**src/shared/clock_plan_defines.vh**
```
// Constants for the clock divider and output control block.
`ifndef CLOCK_PLAN_DEFINES_VH
`define CLOCK_PLAN_DEFINES_VH
`define SYS_CLK_MHZ 40
`define START_DELAY_US 1000
`define START_DELAY_CYC ((`START_DELAY_US) * (`SYS_CLK_MHZ))
`define FOD_MIN_MHZ 100
`define FOD_MAX_MHZ 400
`define HIGH_OUT_MHZ 200
`define UNLOCK_CODE 8'h5B
`define REG_CTRL 8'h00
`define REG_UNLOCK 8'h01
`define REG_FRACTIONAL_DIVIDER_0_INT 8'h02
`define REG_FRACTIONAL_DIVIDER_0_NUMH 8'h03
`define REG_FRACTIONAL_DIVIDER_0_NUML 8'h04
`define REG_FRACTIONAL_DIVIDER_1_INT 8'h05
`define REG_FRACTIONAL_DIVIDER_1_NUMH 8'h06
`define REG_FRACTIONAL_DIVIDER_1_NUML 8'h07
`define REG_CHAN 8'h08
`define REG_FMT 8'h09
`define REG_SMDIV 8'h0A
`define REG_STATUS 8'h0B
`define CTRL_PD 0
`define CTRL_ALD 1
`define CTRL_LPE 2
`define CTRL_POL 3
`define CTRL_EN0 4
`define CTRL_EN1 5
`define CTRL_COMB 6
`define CTRL_SSC 7
`define CTRL_F1EN 8
`define CHAN_R0_LSB 0
`define CHAN_R1_LSB 3
`define CHAN_S0 6
`define CHAN_S1 7
`define CHAN_O1SEL 8
`define CHAN_AUXR_LSB 9
`define CHAN_AUXS 11
`define CHAN_AUXF 12
`define FMT_O1_LSB 4
`define AUX_RATIO_MAX 2'h2
`define FMT_INDIV 2'h3
`define FMT_INPHASE 2'h1
`define CTRL_RST 9'h008
`define FOD_INT_RST 8'h0C
`define FOD_NUM_RST 24'h000000
`define CHAN_RST 13'h0009
`define FMT_RST 8'h00
`define SMDIV_RST 4'h2
`endif

```
**src/hw/clock_divider_output_control.v**
```verilog
// Clock plan registers, dividers, output formatting and enable control.
//
// Notes on behaviour
// Above 200 MHz needs equal outputs, no spread.
// Host enables combiner, equal dividers above limit.
// Host puts spread output on divider 0.
// Two spread outputs at different rates unsupported.
// Second divider may stay off when shared.
// Aux divider offers only /2, /4, /8.
// Aux from spread divider 0 carries spread.
// Single-ended phases: same, opposite, or individual.
// Enable pin defaults active low, pulldown.
// Polarity 0: active high, pullup instead.
// Setting chooses low power when both disabled.
// State clock is channel-0 source over 2+field.
// Host keeps state clock at most 50 MHz.
// State divider written only in low power; the code also accepts the write in power-down.
// Fractional divider output stays 100 to 400 MHz.
// Integer is floor, numerator fraction times 2^24.
// Reprogram between power-down set and release.
// Outputs restart about 1 ms after release.
// Autoload disable keeps written settings.
// Output 1 channel select resets to 0.
// Reset plan: two 100 MHz outputs, disabled.
// Unlock code 0x5B opens protected registers.
// Output is divider rate over channel ratio.
//
// Our own choices: the placing of the registers and the address-and-strobe port.
`timescale 1ns/1ps
`default_nettype none
`include "clock_plan_defines.vh"
module clock_divider_output_control
#(
  parameter res_mhz = 2400,
  parameter start_delay_cycles = `START_DELAY_CYC
)
(
  input wire sys_clk,
  input wire srst,
  input wire [7:0] addr,
  input wire [15:0] wdata,
  input wire wr_en,
  input wire rd_en,
  output reg [15:0] rdata,
  input wire oe_pin,
  output reg oe_pulldown_en,
  output reg oe_pullup_en,
  output reg [1:0] out_p,
  output reg [1:0] out_n,
  output reg aux_pin_out,
  output reg aux_pin_oe_n,
  output reg sm_clk_en,
  output reg low_power
);
  localparam [63:0] RES_FX = res_mhz * 64'h0000000001000000;
  localparam [63:0] FX_MAX = RES_FX / `FOD_MIN_MHZ;
  localparam [63:0] FX_MIN = (RES_FX + `FOD_MAX_MHZ - 1) / `FOD_MAX_MHZ;
  localparam [63:0] FX_HIGH = (RES_FX + `HIGH_OUT_MHZ - 1) / `HIGH_OUT_MHZ;
  localparam [31:0] SETTLE = start_delay_cycles;

  reg [8:0] ctrl;
  reg [7:0] unlock;
  reg [7:0] fod_int0;
  reg [7:0] fod_int1;
  reg [23:0] fod_num0;
  reg [23:0] fod_num1;
  reg [12:0] chan;
  reg [7:0] fmt;
  reg [3:0] smdiv;
  reg [2:0] oe_sync;
  reg oe_level;
  reg pd_q;
  reg [31:0] settle_cnt;
  reg [1:0] phase;
  reg aux_phase;
  reg [1:0] out_spread;
  reg aux_spread;
  reg unsupported;

  wire unlocked = (unlock == `UNLOCK_CODE);
  wire power_down = ctrl[`CTRL_PD];
  wire ctrl_wr = wr_en && (addr == `REG_CTRL);
  wire prot_wr = wr_en && unlocked;
  // Releasing power-down with autoload enabled restores the page-0 plan.
  wire reload = ctrl_wr && power_down && !wdata[`CTRL_PD] && !wdata[`CTRL_ALD];
  wire oe_active = ctrl[`CTRL_POL] ? !oe_level : oe_level;
  wire [1:0] out_en = {ctrl[`CTRL_EN1] & oe_active, ctrl[`CTRL_EN0] & oe_active};
  wire running = !power_down && !pd_q && (settle_cnt == 32'h00000000) && !low_power;

  wire [31:0] fx0 = {fod_int0, fod_num0};
  wire [31:0] fx1 = {fod_int1, fod_num1};
  wire valid0 = (fx0 >= FX_MIN[31:0]) && (fx0 <= FX_MAX[31:0]);
  wire valid1 = (fx1 >= FX_MIN[31:0]) && (fx1 <= FX_MAX[31:0]);
  wire [1:0] fod_run = {running & ctrl[`CTRL_F1EN] & valid1, running & valid0};
  wire [1:0] fod_tick;

  frac_edge_gen fractional_divider_0_gen
  (
    .sys_clk(sys_clk),
    .srst(srst),
    .run(fod_run[0]),
    .int_part(fod_int0),
    .numerator(fod_num0),
    .tick(fod_tick[0])
  );

  frac_edge_gen fractional_divider_1_gen
  (
    .sys_clk(sys_clk),
    .srst(srst),
    .run(fod_run[1]),
    .int_part(fod_int1),
    .numerator(fod_num1),
    .tick(fod_tick[1])
  );

  wire [2:0] r0 = chan[`CHAN_R0_LSB+2:`CHAN_R0_LSB];
  wire [2:0] r1 = chan[`CHAN_R1_LSB+2:`CHAN_R1_LSB];
  wire [1:0] auxr = chan[`CHAN_AUXR_LSB+1:`CHAN_AUXR_LSB];
  wire [1:0] ch_src = {chan[`CHAN_S1], chan[`CHAN_S0]};
  wire o1sel = chan[`CHAN_O1SEL];
  wire auxs = chan[`CHAN_AUXS];
  wire auxf = chan[`CHAN_AUXF];
  wire [1:0] ch_in = {fod_tick[ch_src[1]], fod_tick[ch_src[0]]};
  wire [1:0] ch_tick;
  wire aux_tick;
  wire sm_tick;

  edge_ratio_div channel0_ratio
  (
    .sys_clk(sys_clk),
    .srst(srst),
    .run(running),
    .tick_in(ch_in[0]),
    .ratio(8'h01 << r0),
    .tick(ch_tick[0])
  );

  edge_ratio_div channel1_ratio
  (
    .sys_clk(sys_clk),
    .srst(srst),
    .run(running),
    .tick_in(ch_in[1]),
    .ratio(8'h01 << r1),
    .tick(ch_tick[1])
  );

  edge_ratio_div aux_div
  (
    .sys_clk(sys_clk),
    .srst(srst),
    .run(running & auxf),
    .tick_in(fod_tick[auxs]),
    .ratio(8'h02 << auxr),
    .tick(aux_tick)
  );

  edge_ratio_div sm_div
  (
    .sys_clk(sys_clk),
    .srst(srst),
    .run(!srst),
    .tick_in(ch_in[0]),
    .ratio(8'h02 + {4'h0, smdiv}),
    .tick(sm_tick)
  );

  // Output 1 follows channel 1 only when selected; output 0 always channel 0.
  wire [1:0] out_tick = {o1sel ? ch_tick[1] : ch_tick[0], ch_tick[0]};
  wire src1 = o1sel ? ch_src[1] : ch_src[0];
  wire [2:0] rat1 = o1sel ? r1 : r0;
  wire [31:0] fxo0 = ch_src[0] ? fx1 : fx0;
  wire [31:0] fxo1 = src1 ? fx1 : fx0;
  wire hi0 = out_en[0] && (r0 == 3'h0) && (fxo0 < FX_HIGH[31:0]);
  wire hi1 = out_en[1] && (rat1 == 3'h0) && (fxo1 < FX_HIGH[31:0]);
  wire same = out_en[0] && out_en[1] && (fxo0 == fxo1) && (r0 == rat1);
  wire sp0 = ctrl[`CTRL_SSC] && !ch_src[0];
  wire sp1 = ctrl[`CTRL_SSC] && !src1;
  wire high_bad = (hi0 || hi1) && !(same && !sp0 && !sp1 && ctrl[`CTRL_COMB]);
  wire spread_bad = out_en[0] && out_en[1] && sp0 && sp1 && (r0 != rat1);

  always @(posedge sys_clk)
  begin
    if (srst)
    begin
      ctrl <= `CTRL_RST;
      unlock <= 8'h00;
    end
    else if (ctrl_wr)
    begin
      ctrl <= wdata[8:0];
    end
    else if (wr_en && (addr == `REG_UNLOCK))
    begin
      unlock <= wdata[7:0];
    end
  end

  always @(posedge sys_clk)
  begin
    if (srst || reload)
    begin
      fod_int0 <= `FOD_INT_RST;
      fod_int1 <= `FOD_INT_RST;
      fod_num0 <= `FOD_NUM_RST;
      fod_num1 <= `FOD_NUM_RST;
      chan <= `CHAN_RST;
      fmt <= `FMT_RST;
      smdiv <= `SMDIV_RST;
    end
    else if (prot_wr)
    begin
      if (addr == `REG_FRACTIONAL_DIVIDER_0_INT)
        fod_int0 <= wdata[7:0];
      else if (addr == `REG_FRACTIONAL_DIVIDER_0_NUMH)
        fod_num0[23:16] <= wdata[7:0];
      else if (addr == `REG_FRACTIONAL_DIVIDER_0_NUML)
        fod_num0[15:0] <= wdata;
      else if (addr == `REG_FRACTIONAL_DIVIDER_1_INT)
        fod_int1 <= wdata[7:0];
      else if (addr == `REG_FRACTIONAL_DIVIDER_1_NUMH)
        fod_num1[23:16] <= wdata[7:0];
      else if (addr == `REG_FRACTIONAL_DIVIDER_1_NUML)
        fod_num1[15:0] <= wdata;
      else if (addr == `REG_CHAN)
      begin
        chan[`CHAN_AUXR_LSB-1:0] <= wdata[`CHAN_AUXR_LSB-1:0];
        chan[12:11] <= wdata[12:11];
        if (wdata[`CHAN_AUXR_LSB+1:`CHAN_AUXR_LSB] <= `AUX_RATIO_MAX)
          chan[10:9] <= wdata[10:9];
      end
      else if (addr == `REG_FMT)
        fmt <= wdata[7:0];
      else if ((addr == `REG_SMDIV) && (power_down || low_power))
        smdiv <= wdata[3:0];
    end
  end

  always @(posedge sys_clk)
  begin
    if (srst)
    begin
      oe_sync <= 3'h0;
      oe_level <= 1'b0;
      oe_pulldown_en <= 1'b1;
      oe_pullup_en <= 1'b0;
      low_power <= 1'b0;
      pd_q <= 1'b0;
      settle_cnt <= 32'h00000000;
      sm_clk_en <= 1'b0;
    end
    else
    begin
      oe_sync <= {oe_sync[1:0], oe_pin};
      if (oe_sync[1] == oe_sync[2])
        oe_level <= oe_sync[2];
      oe_pulldown_en <= ctrl[`CTRL_POL];
      oe_pullup_en <= !ctrl[`CTRL_POL];
      low_power <= ctrl[`CTRL_LPE] && !out_en[0] && !out_en[1];
      pd_q <= power_down;
      if (power_down)
        settle_cnt <= 32'h00000000;
      else if (pd_q)
        settle_cnt <= SETTLE;
      else if (settle_cnt != 32'h00000000)
        settle_cnt <= settle_cnt - 32'h00000001;
      sm_clk_en <= sm_tick;
    end
  end

  genvar g;
  generate
    for (g = 0; g < 2; g = g + 1)
    begin : drv
      wire [1:0] f = fmt[4*g+1:4*g];
      wire p_ok = (f != `FMT_INDIV) || fmt[4*g+2];
      wire n_ok = (f != `FMT_INDIV) || fmt[4*g+3];
      wire n_val = (f == `FMT_INPHASE) ? phase[g] : !phase[g];
      always @(posedge sys_clk)
      begin
        if (srst || !out_en[g] || !running)
        begin
          phase[g] <= 1'b0;
          out_p[g] <= 1'b0;
          out_n[g] <= 1'b0;
        end
        else
        begin
          if (out_tick[g])
            phase[g] <= !phase[g];
          out_p[g] <= p_ok & phase[g];
          out_n[g] <= n_ok & n_val;
        end
      end
    end
  endgenerate

  always @(posedge sys_clk)
  begin
    if (srst || !running || !auxf)
    begin
      aux_phase <= 1'b0;
      aux_pin_out <= 1'b0;
      aux_pin_oe_n <= 1'b1;
    end
    else
    begin
      if (aux_tick)
        aux_phase <= !aux_phase;
      aux_pin_out <= aux_phase;
      aux_pin_oe_n <= 1'b0;
    end
  end

  always @(posedge sys_clk)
  begin
    if (srst)
    begin
      out_spread <= 2'h0;
      aux_spread <= 1'b0;
      unsupported <= 1'b0;
    end
    else
    begin
      out_spread <= {sp1 & out_en[1], sp0 & out_en[0]};
      aux_spread <= ctrl[`CTRL_SSC] && !auxs && auxf;
      unsupported <= high_bad || spread_bad;
    end
  end

  always @(posedge sys_clk)
  begin
    if (srst || !rd_en)
      rdata <= 16'h0000;
    else if (addr == `REG_CTRL)
      rdata <= {7'h00, ctrl};
    else if (addr == `REG_UNLOCK)
      rdata <= {8'h00, unlock};
    else if (addr == `REG_FRACTIONAL_DIVIDER_0_INT)
      rdata <= {8'h00, fod_int0};
    else if (addr == `REG_FRACTIONAL_DIVIDER_0_NUMH)
      rdata <= {8'h00, fod_num0[23:16]};
    else if (addr == `REG_FRACTIONAL_DIVIDER_0_NUML)
      rdata <= fod_num0[15:0];
    else if (addr == `REG_FRACTIONAL_DIVIDER_1_INT)
      rdata <= {8'h00, fod_int1};
    else if (addr == `REG_FRACTIONAL_DIVIDER_1_NUMH)
      rdata <= {8'h00, fod_num1[23:16]};
    else if (addr == `REG_FRACTIONAL_DIVIDER_1_NUML)
      rdata <= fod_num1[15:0];
    else if (addr == `REG_CHAN)
      rdata <= {3'h0, chan};
    else if (addr == `REG_FMT)
      rdata <= {8'h00, fmt};
    else if (addr == `REG_SMDIV)
      rdata <= {12'h000, smdiv};
    else if (addr == `REG_STATUS)
      rdata <= {6'h00, unlocked, oe_active, out_spread, aux_spread, low_power,
                (settle_cnt != 32'h00000000), !valid1, !valid0, unsupported};
    else
      rdata <= 16'h0000;
  end
endmodule // clock_divider_output_control
`default_nettype wire

```
**src/hw/edge_ratio_div.v**
```verilog
// Integer divider of an edge tick stream by a run-time ratio.
`timescale 1ns/1ps
`default_nettype none
module edge_ratio_div
(
  input wire sys_clk,
  input wire srst,
  input wire run,
  input wire tick_in,
  input wire [7:0] ratio,
  output reg tick
);
  reg [7:0] cnt;
  always @(posedge sys_clk)
  begin
    if (srst || !run)
    begin
      cnt <= 8'h00;
      tick <= 1'b0;
    end
    else if (tick_in)
    begin
      if (cnt + 8'h01 >= ratio)
      begin
        cnt <= 8'h00;
        tick <= 1'b1;
      end
      else
      begin
        cnt <= cnt + 8'h01;
        tick <= 1'b0;
      end
    end
    else
    begin
      tick <= 1'b0;
    end
  end
endmodule // edge_ratio_div
`default_nettype wire

```
**src/hw/frac_edge_gen.v**
```verilog
// Fractional divider: emits edge ticks spaced integer plus numerator over 2^24 cycles.
`timescale 1ns/1ps
`default_nettype none
module frac_edge_gen
(
  input wire sys_clk,
  input wire srst,
  input wire run,
  input wire [7:0] int_part,
  input wire [23:0] numerator,
  output reg tick
);
  reg [8:0] cnt;
  reg [23:0] acc;
  reg extra;
  wire [24:0] acc_sum;
  wire [8:0] target;
  assign acc_sum = {1'b0, acc} + {1'b0, numerator};
  assign target = {1'b0, int_part} + {8'h00, extra};
  always @(posedge sys_clk)
  begin
    if (srst || !run)
    begin
      cnt <= 9'h000;
      acc <= 24'h000000;
      extra <= 1'b0;
      tick <= 1'b0;
    end
    else if (cnt + 9'h001 >= target)
    begin
      cnt <= 9'h000;
      acc <= acc_sum[23:0];
      extra <= acc_sum[24];
      tick <= 1'b1;
    end
    else
    begin
      cnt <= cnt + 9'h001;
      tick <= 1'b0;
    end
  end
endmodule // frac_edge_gen
`default_nettype wire

```
**config.mk**
```make
export PLATFORM = sky130hd
export DESIGN_NAME = clock_divider_output_control
export DESIGN_NICKNAME = d
export VERILOG_FILES = /design/src/hw/clock_divider_output_control.v /design/src/hw/edge_ratio_div.v /design/src/hw/frac_edge_gen.v
export VERILOG_INCLUDE_DIRS = /design/src /design/src/shared
export SDC_FILE = /design/constraint.sdc
export NUM_CORES = 1
export LEC_CHECK = 0
export ABC_AREA = 1
export BUFFER_PORTS_ARGS = -buffer_cell sky130_fd_sc_hd__buf_2
export CORE_ASPECT_RATIO = 1.4
export CORE_MARGIN = 4
export CORE_UTILIZATION = 65
export DETAILED_ROUTE_END_ITERATION = 10
export GPL_TIMING_DRIVEN = 1
export MAX_ROUTING_LAYER = met4
export PLACE_DENSITY = 0.89
export SLEW_MARGIN = 20
export SYNTH_ARGS = -nofsm -noshare
export SYNTH_HDL_FRONTEND = slang
export SYNTH_SLANG_ARGS = --single-unit
```
**constraint.sdc**
```tcl
create_clock -name sys_clk -period 5.34 [get_ports sys_clk]
set_input_delay 0.267 -clock sys_clk [delete_from_list [all_inputs] [get_ports sys_clk]]
set_output_delay 0.267 -clock sys_clk [all_outputs]
set_load 0.1 [all_outputs]
```
==> results of run 1 <==
-- critical path: stages (launching register included) --
cell	delay (ps)
dfxtp_1	380
ha_1	210
nand3_1	110
nand3b_1	220
nand3b_1	210
xor2_1	240
inv_1	80
ha_1	330
nand2_1	100
nor2_1	50
a211oi_1	210
o2111ai_1	240
inv_2	400
nand2_1	310
nor2_1	180
-- stage by stage --
stage	setup slack, ps	util (%)
after floorplan	2660	-
after global placement	2260	67.5
after detailed placement	2120	67.5
after CTS	2010	71.6
after global routing	1670	71.6
final	1970	71.6
-- placed cells by master, fill, tap and decap left out, types with 14 or more instances in the layout --
cell         n
xor2_1      65
a21oi_1    173
buf_2       54
nor3_1      41
o21ai_0     93
a211oi_1    61
o21ai_1     52
nand2_1    455
nand3_1    107
inv_2       28
dfxtp_1    282
clkbuf_16   29
xnor2_1     31
ha_1       104
inv_1      221
nand4_1     45
nor2_1     310
o211ai_1    14
-- routing by layer --
layer | share of wire [%] | up-vias | wire length, microns | global-route usage (%)
met4 | 6.2 | 0 | 2980 | 18.5
met1 | 38 | 7404 | 18100 | 38.4
met2 | 50 | 593 | 23800 | 61.4
li1 | - | 7727 | - | -
met3 | 6.5 | 196 | 3100 | 4.90
met5 | 0 | - | 0 | -
-- flip-flops by register name, summed over array words and instances, names as in the netlist, 13 cells and up --
name,count
chan,13
fod_num0,24
fod_num1,24
fractional_divider_1_gen.acc,24
rdata,16
settle_cnt,32
fractional_divider_0_gen.acc,24
-- power by group --
group / switching, uW / internal, uW / total, uW
Sequential: 103 / 2210 / 2310
Combinational: 882 / 431 / 1310
Clock: 880 / 1220 / 2100
-- kinds of logic after synthesis --
| kind of cell | after synthesis | share of synthesized area [%] |
|---|---|---|
| adders and majority gates | 106 | 8.28 |
| and+or+nand+nor | 1024 | 27.1 |
| AOI/OAI and AO/OA | 466 | 16.9 |
| xor gates and xnor gates | 96 | 5.19 |
| buffers and inverters | 314 | 7.69 |
| DFF | 282 | 34.9 |
-- final cells by class --
class | count | area share [%]
multi-input cells | 1692 | 52.9
clock inverters | 17 | 1.17
well taps | 315 | 2.24
inverters | 253 | 5.40
clock buffers | 35 | 4.36
repair buffers | 61 | 1.86
flip-flops and latches | 282 | 32.1
-- worst min path at each step --
stage / from / slack (ps) / to
3_3_place_gp: oe_sync[0]$_SDFF_PP0_ / 390 / oe_sync[1]$_SDFF_PP0_
4_1_cts: rd_en / 3 / rdata[8]$_SDFF_PP0_
6_report: rd_en / 4 / rdata[8]$_SDFF_PP0_
3_5_place_dp: sm_div.tick$_SDFF_PP0_ / 400 / sm_clk_en$_SDFF_PP0_
2_1_floorplan: oe_pin / 370 / oe_sync[0]$_SDFF_PP0_
5_1_grt: rd_en / 20 / rdata[8]$_SDFF_PP0_
-- what timing repair did --
action,in CTS,in global routing
hold buffers,2,0
endpoints found under the hold margin,2,0
endpoints found under the setup margin,0,0
==> flow_summary_export.csv, run 1 <==
group,metric,value,unit
synthesis,postSynth.asyncResetShare,0,%
flow_run,maxCapViolations,0,
timing,tns,0,ps
timing,period_needed,3370,ps
timing,grt_setup_unrepaired,"false",
synthesis,synth.top_cells.by_area,"dfxtp_1 35%, nand2_1 11%, ha_1 8.0%, nor2_1 7.2%, a21oi_1 5.3%",
synthesis,synthesis.area,16200,sq um
global_routing,grt_pass1_wl,76900,microns
die,ioPinCount,55,
layout,stdcell_area,17600,sq um
setup_path,timing.rr.end,"fractional_divider_1_gen.cnt[8]$_SDFF_PP0_",
synthesis,post-synth-top-count-cell,"nand2_1",
setup_path,worst-r2r-setup-slack,1970,ps
outcome,outcome,"finished, final reports clean",
cts,numCtsBuffers,28,
layout,share_of_layout_cells_above_drive_strength_1,7.52,%
die,core.rowCount,68,
cts,later_pin_clock_latency_in_the_skew_report,570,ps
timing,maxClockFrequency,297,MHz
die,starting_density_of_the_core,65.9,%
place,gp_congestion,1.04,
timing,final-max-slew-violation-count,0,
cts,cts_sinks,282,
cts,post_cts.repair.setup_buffers,0,
routing,detailroute.via_count,15900,
setup_path,critPathLaunch,"fractional_divider_1_gen.cnt[0]$_SDFF_PP0_",
synthesis,synth_common_cells,"456 x nand2_1, 310 x nor2_1, 282 x dfxtp_1",
synthesis,synthFlopType,"dfxtp_1",
global_routing,gr_ovfl_total,0,
min_path,whs_path_depth,3,
setup_path,worstSetupStartpointType,"flop",
layout,register_area,5650,sq um
setup_path,worst_r2r_path_depth,14,
setup_path,cp-end-kind,"flop",
die,y_dimension_of_the_die,195,microns
cts,htreeDepth,1,
cts,cts_repair_resize_count,0,
synthesis,syn-instance-count,2288,
timing,final_min_period_over_clock_period,63.1,%
layout,final_nets,2453,
routing,totalWireLength,48000,microns
synthesis,postSynthAreaPerCell,7.08,sq um
routing,drt-vias-per-instance,6.00,
die,die_width,141,microns
cts,clock_tree.buffer_depth,3,
synthesis,yosys_warnings,0,
layout,antenna_fix_cells,0,
synthesis,ys_seq_elements,282,
timing,worst_setup_skew_after_layout,23.7,ps
global_routing,gr-usage-all-layers,35.2,%
setup_path,path_class,"reg2reg",
synthesis,netlist.top_cell.by_area,"dfxtp_1",
timing,hold-worst-slack,3.51,ps
setup_path,setup.worst_path.end,"fractional_divider_1_gen.cnt[8]$_SDFF_PP0_",
layout,multi_input_comb_area,9310,sq um
place,sum_of_net_half_perimeters_after_detailed_placement,35900,microns
timing,worst_slew_pin_slew,1100,ps
die,coreArea,24600,sq um
timing,setup_viol,0,
timing,relSlewSlack,26.5,%
place,placed_area,16600,sq um
synthesis,count_of_flip_flops_with_a_built_in_enable_after_synthesis,0,
routing,first_pass_iters,6,
routing,drt_iter0_drc,1264,
global_routing,grt_pass1_vias,15500,
layout,stdcell_count,2655,
min_path,hp-class,"in2reg",
cts,tritoncts_clock_tree,"yes",
routing,final_antenna_net_count,0,
routing,drc_violations,0,
cts,clk_pin_slew_worst_paths,70,ps
setup_path,worst-path-max-fanout,25,
synthesis,syn-num-nets,2423,
power_and_ir_drop,fin_total_pwr,5720,uW
routing,routed_wire_length_per_instance,18.1,microns
timing,timing_hold_violations_final,0,
power_and_ir_drop,power.static_leakage,0.00771,uW
place,numPortBuffers,54,
global_routing,antenna_found_initial,0,
global_routing,maximum_number_of_pins_on_one_net_before_global_route_repair,46,
synthesis,ys_seq_area_share,34.9,%
synthesis,synthDominantCellAreaShare,34.9,%
setup_path,required,5820,ps
place,dp_cells,2601,
synthesis,synth.lib_cells_used.distinct,57,
setup_path,worst_ep_arrival_time,3850,ps
power_and_ir_drop,peak_vdd_ir,511,uV
layout,fillers,2019,
power_and_ir_drop,cellPowerDensity,325,nW/um^2
layout,area.growth.synth_to_final,8.67,%
setup_path,r2r_start,"fractional_divider_1_gen.cnt[0]$_SDFF_PP0_",
cts,root_buffer,"clkbuf_16",
die,die_area,27500,sq um
Note: power is estimated with default switching activity, not from simulation.
==> inputs of run 2 (changes only) <==
--- a/config.mk
+++ b/config.mk
@@ -6,15 +6,15 @@
 export SDC_FILE = /design/constraint.sdc
 export NUM_CORES = 1
 export LEC_CHECK = 0
-export ABC_AREA = 1
+export ABC_AREA = 0
 export BUFFER_PORTS_ARGS = -buffer_cell sky130_fd_sc_hd__buf_2
 export CORE_ASPECT_RATIO = 1.4
 export CORE_MARGIN = 4
-export CORE_UTILIZATION = 65
+export CORE_UTILIZATION = 63
 export DETAILED_ROUTE_END_ITERATION = 10
 export GPL_TIMING_DRIVEN = 1
 export MAX_ROUTING_LAYER = met4
-export PLACE_DENSITY = 0.89
+export PLACE_DENSITY = 0.87
 export SLEW_MARGIN = 20
 export SYNTH_ARGS = -nofsm -noshare
 export SYNTH_HDL_FRONTEND = slang
==> constraint.sdc (replaced) <==
create_clock -name sys_clk -period 3.15 [get_ports sys_clk]
set_input_delay 0.1575 -clock sys_clk [delete_from_list [all_inputs] [get_ports sys_clk]]
set_output_delay 0.1575 -clock sys_clk [all_outputs]
set_load 0.1 [all_outputs]
==> flow_summary_export.csv, run 2 <==
group,metric,value,unit
setup_path,required,3610,ps
routing,routed_wire_length_per_instance,19.2,microns
global_routing,global_route.peak_usage_layer,"met2",
timing,worst_setup_skew_after_layout,18.9,ps
synthesis,yosys-mux-area-fraction,4.24,%
synthesis,syn-num-nets,2090,
timing,maxClockFrequency,333,MHz
synthesis,synthFlopType,"dfxtp_1",
min_path,hold_path_startpoint,"wdata[3]",
synthesis,postSynthAreaPerCell,8.08,sq um
global_routing,gr_ovfl_total,0,
timing,relSlewSlack,39.2,%
layout,mostFrequentLayoutCell,"dfxtp_1",
synthesis,synthesized_area_fraction_occupied_by_ao_oa_aoi_and_oai_cells,16.9,%
power_and_ir_drop,seq_power_share,44.5,%
synthesis,synth_adder_area_share,8.49,%
layout,fillers,1883,
die,coreArea,24700,sq um
synthesis,synthDominantCellAreaShare,35.7,%
routing,totalWireLength,45200,microns
power_and_ir_drop,netSwitchingPower,2460,uW
global_routing,grt_pass1_vias,14800,
layout,area.growth.synth_to_final,11.9,%
routing,first_pass_iters,6,
outcome,outcome,"finished, final reports clean",
synthesis,ys_seq_elements,282,
min_path,hp-class,"in2reg",
setup_path,path_class,"reg2reg",
global_routing,grt_use_met2,55.7,%
power_and_ir_drop,internal_power,6340,uW
timing,final_min_period_over_clock_period,95.3,%
place,sum_of_net_half_perimeters_after_detailed_placement,32700,microns
die,y_dimension_of_the_die,195,microns
global_routing,grt_pass1_wl,73200,microns
setup_path,worst-path-max-fanout,26,
die,die_area,27700,sq um
cts,htreeDepth,1,
power_and_ir_drop,p_sw_share,28.0,%
timing,worst_slew_pin_slew,887,ps
flow_run,maxCapViolations,0,
synthesis,synth_xor_area_share,7.92,%
global_routing,antenna_found_initial,1,
timing,setup_viol,0,
timing,period_needed,3000,ps
timing,timing_hold_violations_final,0,
setup_path,cp-end-kind,"flop",
cts,tritoncts_clock_tree,"yes",
routing,drt_iter0_drc,1048,
power_and_ir_drop,power.static_leakage,0.00687,uW
timing,tns,0,ps
cts,clock_tree.buffer_depth,3,
setup_path,worstSetupStartpointType,"flop",
timing,grt_setup_unrepaired,"false",
synthesis,postSynth.asyncResetShare,0,%
synthesis,count_of_flip_flops_with_a_built_in_enable_after_synthesis,0,
place,numPortBuffers,54,
timing,setup_ws,147,ps
setup_path,worst_ep_arrival_time,3460,ps
routing,drc_violations,0,
synthesis,synth_common_cells,"282 x dfxtp_1, 265 x nand2_1, 211 x nor2_1",
synthesis,synth.lib_cells_used.distinct,72,
global_routing,maximum_number_of_pins_on_one_net_before_global_route_repair,47,
layout,stdcell_area,17700,sq um
setup_path,timing.rr.end,"fractional_divider_0_gen.extra$_SDFFE_PP0P_",
routing,detailroute.via_count,14800,
layout,multi_input_comb_area,9660,sq um
synthesis,syn-instance-count,1955,
layout,share_of_layout_cells_above_drive_strength_1,10.7,%
min_path,min_delay_endpoint,"fod_num0[3]$_SDFFE_PP0P_",
global_routing,met1_usage,35.4,%
die,die_width,142,microns
synthesis,post-synth-top-count-cell,"dfxtp_1",
cts,cts_sinks,282,
setup_path,r2r_start,"settle_cnt[0]$_SDFFE_PP0P_",
cts,clk_pin_slew_worst_paths,70,ps
synthesis,synth.top_cells.by_area,"dfxtp_1 36%, ha_1 8.2%, nand2_1 6.3%, a21oi_1 5.8%, nor2_1 5.0%",
layout,layout_common_cells,"280 x dfxtp_1, 265 x nand2_1, 210 x nor2_1",
place,setup_slack_after_placement,54.4,ps
die,starting_density_of_the_core,64.1,%
routing,final_antenna_net_count,0,
cts,root_buffer,"clkbuf_16",
die,core.rowCount,68,
setup_path,worst-r2r-setup-slack,150,ps
setup_path,worst_r2r_path_depth,10,
cts,later_pin_clock_latency_in_the_skew_report,550,ps
layout,largest_reg_flops,32,
synthesis,post_synthesis_share_of_cell_area_spent_on_and_or_nand_and_nor_gates,23.3,%
layout,register_area,5650,sq um
synthesis,synthesis.area,15800,sq um
power_and_ir_drop,peak_vdd_ir,708,uV
synthesis,yosys_warnings,0,
routing,drt-vias-per-instance,6.27,
synthesis,synth_top_family_by_area,"simple AND/OR/NAND/NOR gates",
synthesis,netlist.top_cell.by_area,"dfxtp_1",
power_and_ir_drop,share_comb_of_total_power,17.2,%
timing,final-max-slew-violation-count,0,
global_routing,gr-usage-all-layers,32.8,%
layout,final_nets,2155,
layout,registers.top_by_ff_count,"settle_cnt",
power_and_ir_drop,p_clk_share,38.3,%
place,gp_congestion,1.04,
power_and_ir_drop,cellPowerDensity,497,nW/um^2
place,placed_area,16600,sq um
cts,numCtsBuffers,27,
min_path,whs_path_depth,3,
layout,postLayoutCoreUtil,71.7,%
global_routing,globalRouteMet3Util,5.85,%
die,ioPinCount,55,
synthesis,ys_seq_area_share,35.7,%
-- run 2: changes by cell type in the layout (fill, tap and decap cells not counted), moves of 22 or more --
| cell | before | now |
|---|---|---|
| mux2i_1 | 0 | 49 |
| nand2_1 | 455 | 265 |
| buf_4 | 5 | 67 |
| nand3_1 | 107 | 52 |
| a211oi_1 | 61 | 22 |
| xnor2_1 | 31 | 88 |
| nand4_1 | 45 | 21 |
| o21ai_1 | 52 | 0 |
| inv_1 | 221 | 45 |
| nand2b_1 | 0 | 22 |
| nor2_1 | 310 | 210 |
| inv_2 | 28 | 0 |
-- run 2: repair_timing --
action                     CTS  global route
hold buffers                10             0
gates resized for setup      0            10
setup buffers                0             4
hold endpoints to repair    23             0
setup endpoints to repair    0            43
-- run 2: power groups by stage --
stage	Sequential [uW]	Combinational, uW	Clock [uW]
5_1_grt	3940	1650	3530
4_1_cts	3910	1470	3390
3_5_place_dp	3990	1440	0
3_3_place_gp	3980	1400	0
2_1_floorplan	3960	1070	0
6_report	3920	1510	3360
-- run 2: metrics by stage --
stage	instances	hold slack, ps	total power, uW
final	2356	33.9	8800
after global routing	2356	39.5	9130
after CTS	2351	15.2	8770
after detailed placement	2292	380	5430
after global placement	2292	376	5380
after floorplan	1955	286	5030
-- run 2: cells by family (layout without fill, tap and decap cells) --
kind of cell | count (synthesis) | after routing
fa+ha+maj | 106 | 106
mux | 63 | 63
other cells | 0 | 1
buf+inv | 141 | 226
compound gates | 442 | 442
xor+xnor | 143 | 143
flops | 282 | 282
simple gates | 778 | 778
-- run 2: cell type report --
type                            instances  share of cell area, %
Multi-Input combinational cell       1532                   54.6
Sequential cell                       282                   31.9
Timing Repair Buffer                  132                   5.05
Clock buffer                           39                   4.59
Tap cell                              315                   2.23
Inverter                               45                  0.955
Clock inverter                         10                  0.616
Antenna cell                            1                 0.0142
-- run 2: how the worst max path moves through the flow --
stage | slack, ps | cells after the start | end | startpoint
2_1_floorplan | 280 | 13 | fractional_divider_0_gen.acc[13]$_SDFFE_PP0P_ | fod_int0[0]$_SDFFE_PP0P_
3_3_place_gp | 170 | 10 | fractional_divider_0_gen.extra$_SDFFE_PP0P_ | settle_cnt[0]$_SDFFE_PP0P_
3_5_place_dp | 50 | 11 | fractional_divider_1_gen.acc[19]$_SDFFE_PP0P_ | settle_cnt[0]$_SDFFE_PP0P_
4_1_cts | 10 | 10 | fractional_divider_1_gen.acc[23]$_SDFFE_PP0P_ | settle_cnt[0]$_SDFFE_PP0P_
5_1_grt | 20 | 11 | channel0_ratio.cnt[4]$_SDFFE_PP0P_ | channel0_ratio.cnt[0]$_SDFFE_PP0P_
6_report | 150 | 10 | fractional_divider_0_gen.extra$_SDFFE_PP0P_ | settle_cnt[0]$_SDFFE_PP0P_
-- run 2: critical path, stage by stage, from the launching register on --
cell       delay, ps
dfxtp_1          340
inv_1             90
ha_1             150
or4b_2           590
nor3_1           160
buf_4            160
nand4bb_4        180
or3_4            430
or2_1            290
buf_4            250
nor4_1           260
-- run 2: metal layers --
metal | share of wire [%] | wire length, microns
met3 | 7.2 | 3240
met2 | 49 | 22300
met5 | 0 | 0
met1 | 36 | 16400
met4 | 7.2 | 3270
